**src/hdl/pgdec_defines.svh**
```systemverilog
// Purpose: constants of the paged register address decoder
// Assumes: 8-bit host data, 6-bit register address
// Notes: offsets are 3-bit low address bits, matched in every 8-location page of the 64-location map
`ifndef PGDEC_DEFINES_SVH
`define PGDEC_DEFINES_SVH
`define PGDEC_PAGE_SEL_OFFS 3'h0
`define PGDEC_PAGE_SEL_RESET 8'h80
`define PGDEC_USE_PAGE_BIT 7
`define PGDEC_PAGE_MSB 2
`define PGDEC_PAGE_LSB 0
`define PGDEC_PAGE_SEL_MASK 8'h87
`define PGDEC_ADDR_RESET 6'h00
`define PGDEC_HIT_RESET 1'b1
`define PGDEC_FLAG_RESET 1'b1
`define PGDEC_PAGE_RESET 3'h0
`endif

```
**src/hdl/pgdec_pkg.sv**
```systemverilog
// Purpose: shared types of the paged register address decoder
// Assumes: nothing
// Notes: interface selection for the low address bits
package pgdec_pkg;
  typedef enum logic {PGDEC_IF_PINS, PGDEC_IF_LATCH} pgdec_if_t;
endpackage : pgdec_pkg

```
**src/hdl/pgdec_top.sv**
```systemverilog
// Purpose: forms the register address and holds the shared page selection register
// Assumes: host strobes and address arrive asynchronously; one write strobe level per access
// Notes: address and data pass two flops, so a strobe must stand at least three cycles
`timescale 1ns/100ps
`include "pgdec_defines.svh"
// How it works
// - page selection register answers at addresses 00h,08h,...,38h
// - reset leaves page selection at 80h: page mode, page zero
// - in page mode page number forms address bits 5 to 3
// - in page mode low bits come from pins or latch per interface
// - out of page mode whole address comes from the latch
// - bits 6 to 3 read zero; flag and page number read and write
module pgdec_top (
  input wire logic mclk,
  input wire logic nrst,
  input wire logic [2:0] addr_pins,
  input wire logic [5:0] addr_latch,
  input wire logic if_is_latch,
  input wire logic wr_strobe,
  input wire logic [7:0] wr_data,
  output logic [5:0] reg_addr,
  output logic page_sel_hit,
  output logic use_page_flag,
  output logic [2:0] page_number,
  output logic [7:0] page_sel_rdata
);
  // ******************************
  // input synchronisers
  // ******************************
  logic [2:0] pins_s;
  logic [5:0] latch_s;
  logic ifl_s;
  logic wr_s;
  logic [7:0] wd_s;
  logic wr_prev_reg;
  pgdec_sync #(.W(19)) u_sync (
    .mclk(mclk),
    .nrst(nrst),
    .d({addr_pins, addr_latch, if_is_latch, wr_strobe, wr_data}),
    .q({pins_s, latch_s, ifl_s, wr_s, wd_s})
  );

  // ******************************
  // address composition
  // ******************************
  logic [7:0] page_sel_reg;
  logic [7:0] page_sel_next;
  pgdec_pkg::pgdec_if_t if_sel;
  wire use_page = page_sel_reg[`PGDEC_USE_PAGE_BIT];
  wire [2:0] page = page_sel_reg[`PGDEC_PAGE_MSB:`PGDEC_PAGE_LSB];
  wire [2:0] low_bits = (if_sel == pgdec_pkg::PGDEC_IF_LATCH) ? latch_s[2:0] : pins_s;
  wire [5:0] addr_next = use_page ? {page, low_bits} : latch_s;
  wire hit_next = (addr_next[2:0] == `PGDEC_PAGE_SEL_OFFS);
  wire wr_edge = wr_s & ~wr_prev_reg;
  assign if_sel = ifl_s ? pgdec_pkg::PGDEC_IF_LATCH : pgdec_pkg::PGDEC_IF_PINS;
  assign page_sel_next = (wr_edge && hit_next) ? (wd_s & `PGDEC_PAGE_SEL_MASK) : page_sel_reg;

  // ******************************
  // registers
  // ******************************
  // the write uses the address composed with the old page, as the host addressed it
  always_ff @(posedge mclk)
  begin
    if (!nrst)
    begin
      page_sel_reg <= `PGDEC_PAGE_SEL_RESET;
      wr_prev_reg <= 1'b0;
    end
    else
    begin
      page_sel_reg <= page_sel_next;
      wr_prev_reg <= wr_s;
    end
  end

  // ******************************
  // address outputs
  // ******************************
  // reset shows address 00h, the page register itself, so the hit flag starts high
  always_ff @(posedge mclk)
  begin
    if (!nrst)
    begin
      reg_addr <= `PGDEC_ADDR_RESET;
      page_sel_hit <= `PGDEC_HIT_RESET;
    end
    else
    begin
      reg_addr <= addr_next;
      page_sel_hit <= hit_next;
    end
  end

  // ******************************
  // page register view
  // ******************************
  // view follows the next value, so a write shows one cycle before the new address
  always_ff @(posedge mclk)
  begin
    if (!nrst)
    begin
      use_page_flag <= `PGDEC_FLAG_RESET;
      page_number <= `PGDEC_PAGE_RESET;
      page_sel_rdata <= `PGDEC_PAGE_SEL_RESET;
    end
    else
    begin
      use_page_flag <= page_sel_next[`PGDEC_USE_PAGE_BIT];
      page_number <= page_sel_next[`PGDEC_PAGE_MSB:`PGDEC_PAGE_LSB];
      page_sel_rdata <= page_sel_next & `PGDEC_PAGE_SEL_MASK;
    end
  end
endmodule : pgdec_top

```
**src/hdl/pgdec_sync.sv**
```systemverilog
// Purpose: two-flop synchroniser for host pins
// Assumes: pins are asynchronous to mclk
// Notes: first stage is read only by the second
`timescale 1ns/100ps
module pgdec_sync #(
  parameter int W = 1
) (
  input wire logic mclk,
  input wire logic nrst,
  input wire logic [W-1:0] d,
  output logic [W-1:0] q
);
  logic [W-1:0] meta_reg;
  always_ff @(posedge mclk)
  begin
    if (!nrst)
    begin
      meta_reg <= '0;
      q <= '0;
    end
    else
    begin
      meta_reg <= d;
      q <= meta_reg;
    end
  end
endmodule : pgdec_sync

```
**config.mk**
```make
export PLATFORM = sky130hd
export DESIGN_NAME = pgdec_top
export DESIGN_NICKNAME = d
export VERILOG_FILES = /design/src/hdl/pgdec_pkg.sv /design/src/hdl/pgdec_top.sv /design/src/hdl/pgdec_sync.sv
export VERILOG_INCLUDE_DIRS = /design/src /design/src/hdl
export SDC_FILE = /design/constraint.sdc
export NUM_CORES = 1
export LEC_CHECK = 0
export BUFFER_PORTS_ARGS = -buffer_cell sky130_fd_sc_hd__buf_2
export CAP_MARGIN = 10
export CORE_MARGIN = 1.5
export CORE_UTILIZATION = 44
export DETAILED_ROUTE_END_ITERATION = 12
export PLACE_DENSITY = 0.72
export SETUP_SLACK_MARGIN = 0.02
export SLEW_MARGIN = 5
export SYNTH_ARGS = -nofsm -noshare
export SYNTH_HDL_FRONTEND = slang
export SYNTH_SLANG_ARGS = --single-unit
export TNS_END_PERCENT = 30
```
**constraint.sdc**
```tcl
create_clock -name mclk -period 1.5 [get_ports mclk]
set_clock_uncertainty 0.2 [all_clocks]
set_input_delay 0.3 -clock mclk [delete_from_list [all_inputs] [get_ports mclk]]
set_output_delay 0.3 -clock mclk [all_outputs]
set_load 0.01 [all_outputs]
```
---- Word level (Yosys, flattened, before mapping) ----
Index checks and enable logic that the tools add are counted.
cells by class
  mux-type cells .......................... 4
  bitwise gates (word level) .............. 2
  reductions and logical operators ........ 2
operator list
  cell               number
  $mux 8             1
  $mux 6             1
  $logic_not 3->1    1
  $mux 3             1
  $and 1x1->1        1
  $logic_and 1x1->1  1
  $mux 1             1
  $not 1->1          1
storage, ports and cells
  input port bits ......................... 21
  register bits ........................... 58
  output and inout port bits .............. 19
  word-level logic and storage cells ...... 17

---- Longest topological paths before layout ----
  word-level depth ........................ 6
  mapped depth ............................ 5
  gate-level depth less buffers ........... 4

---- Hierarchy ----
A second synthesis with hierarchy kept.
unflattened totals
  cells, all modules ...................... 136
  area total of the unflattened synthesis .. 1599.0 um2
by module, submodules not included
  module      instances  area an instance (um2)  cells an instance  seq. area each (um2)
  pgdec_sync  1          1037.2                  80                 760.7
  pgdec_top   1          561.8                   56                 240.2

---- Worst setup path after synthesis ----
Ideal clock, no wire load.
  path type ............................... reg-to-reg
  from .................................... register, netlist name use_page_flag
  to ...................................... register use_page_flag
  required time ........................... 1180 ps
  buffers on the path ..................... 1
  arrival time ............................ 1228 ps
  stages on the path, launching flop included .. 6
  period minus slack after synthesis ...... 1548 ps
  library setup time ...................... 120 ps
  setup slack ............................. -48 ps
  path through ............................ dfxtp_1 -> nand2b_1 -> buf_6 -> nor3b_1 -> a22o_4 -> mux2i_1
RTL lines
  what                    line              text
  end signal: assignment  pgdec_top.sv:102  use_page_flag <= `PGDEC_FLAG_RESET;
  end signal: assignment  pgdec_top.sv:108  use_page_flag <= page_sel_next[`PGDEC_USE_PAGE_BIT];
  end: declaration        pgdec_top.sv:23   output logic use_page_flag,

==> flow_summary.toml <==
[cts]
root_buffer = "clkbuf_4"
htree_levels = 2
clock_latency_ns = 0.35
numCtsBuffers = 5
clock_sinks = 42
path_clk_slew_ns = 0.12
clockBufferDepth = 2
cts_setup_buffers = 0
cts_tree = "yes"

[place]
dp_hpwl_um = 1240
pre_cts_ws_ns = 0.110
place_congestion = 0.664
port_buffers = 31

[logic_synthesis]
synthArstFlopShare_pct = 0
synth_top_family_by_area = "simple AND/OR/NAND/NOR gates"
yosysUniqueCellTypes = 15
syn-mean-instance-area_um2 = 11.4
synth_cells = 120
yosys_warnings = 0
synth_edf_count = 0
synth_top_cell_area_share_pct = 61.7
synthAdderAreaFrac_pct = 0
synth-xor-area-share_pct = 0
synth.ff_latch_count = 42
yosys-mux-area-fraction_pct = 7.35
synth_top_cell_by_area = "dfxtp_1"
synth_ff_type = "dfxtp_1"
synth_compound_area_share_pct = 1.65
synth-simple-area-share_pct = 22.4
ys_seq_area_share_pct = 61.7
syn_area_um2 = 1360
synth_area_leaders = "dfxtp_1 62%, and2_1 14%, mux2i_1 7.3%"

[route]
postRouteAntennaNets = 0
drc_errors = 0
viasPerCell = 4.25
firstDrtPassIters = 2
drt_iter0_drc = 4
num_vias = 845
wirelength_um = 1960
wire_per_inst_um = 9.86

[die]
num_rows = 20
io_pins = 40
core_area_um2 = 3000
dieArea_um2 = 3440
initial_core_util_pct = 45.4
die_h_um = 58.7
die_w_um = 58.7

[sta]
setup_viol_count_final = 0
setup_ws_ns = 0.0599
whs_ns = 0.0645
rsz0062_at_grt = "true"
fin_crit_sh_pct = 96.0
clock.fmax_ghz = 0.694
slew_violations = 0
hold_viol = 0
tns_ns = 0
period_needed_ns = 1.44

[min_path]
hp-start = "nrst"
hold_class = "input pin to register"

[critical_path]
cp_slowest_cell = "dfxtp_2"
critPathKind = "register to output port"
crit_fanout = 6
worstPathCellList = "buf_6 > buf_6"
startpoint = "use_page_flag"
cpPeakStageDelay_ns = 0.35
rr_startpoint = "u_sync.q[9]"
endpoint_kind = "output port"
cp-start-kind = "register"
cp.required_ns = 1.00
crit_top_cell = "buf_6"
critPathArrivalTime_ns = 0.94

[finish]
nFillCells = 249
syn_to_final_growth_pct = 32.0
final_common_cell = "dfxtp_1"
final_cell_mix = "41 x dfxtp_1, 31 x and2_1, 29 x buf_2"
nets = 186
layout-drive-gt1-share_pct = 27.1
final_core_util_pct = 59.9
antenna_cells = 0

[outcome]
status = "finished clean"

[grt]
overflow = 0
grt_pass1_wl_um = 3130
antenna_found_initial = 0
grt_max_degree = 27
grt_use_total_pct = 12.9
grt_pass1_vias = 785

[power]
ir_worst_vdd_uv = 632
power.total_uw = 2260
leakagePower_uw = 0.000826
power.density_nw_per_um2 = 1250

[run]
max-cap-violations = 0
[kinds of logic (layout without fill, tap and decap cells)]
kind of cell | count (synthesis) | in the layout
other cells | 1 | 4
mux | 10 | 10
buf+inv | 14 | 57
flops | 42 | 42
simple gates | 51 | 51
compound gates | 2 | 2
[per-stage QoR]
step                instance area [um^2]  std cells
finish                              1800        199
global route                        1800        199
CTS                                 1790        199
detailed placement                  1520        176
global placement                    1520        176
floorplan                           1380        123
[routing by layer]
metal  vias up  global-route usage, %  wire [um]
met1       360                   12.0        821
met3         7                   5.93        114
met4         0                   8.77         57
met5         -                      0          0
li1        452                      -          -
met2        26                   22.3        970
[layout make-up]
class	instances	area, um^2	area share, %
clock buffers	6	51.3	2.85
repair buffers	49	357	19.8
clock inverters	2	60.1	3.34
well taps	33	41.3	2.29
multi-input cells	67	448	24.9
flip-flops and latches	42	842	46.8
[where the power goes]
group	leakage, uW	switching, uW	internal, uW	total, uW
Clock	0.0000585	348	565	912
Sequential	0.000345	13.7	1160	1180
Combinational	0.000422	65.6	101	167
Total	0.000826	427	1830	2260
[worst max-delay path, delay by kind of cell, from the launching register on]
family	cells	cell delay, ns
DFF	1	0.35
buffers and inverters	2	0.24
[path summary, 6_finish.rpt]
kind                       end  cells past startpoint  slack [ns]
min reg2reg       u_sync.q[14]                      1        0.24
max          page_sel_rdata[7]                      2        0.06
min               page_sel_hit                      2        0.06
max reg2reg     page_number[1]                      4        0.14
[synth_stat cells (3+ instances only)]
library cell,number
clkbuf_1,5
nand2_1,7
mux2i_1,10
buf_4,8
dfxtp_1,42
nor2b_1,7
nor3b_1,3
and2_1,31
[what timing repair did]
action	CTS	global route
hold buffers	15	0
endpoints found under the setup margin	2	6
resized for setup	2	2
hold endpoints to repair	15	0
gates cloned	0	0
Note: power is estimated with default switching activity, not from simulation.
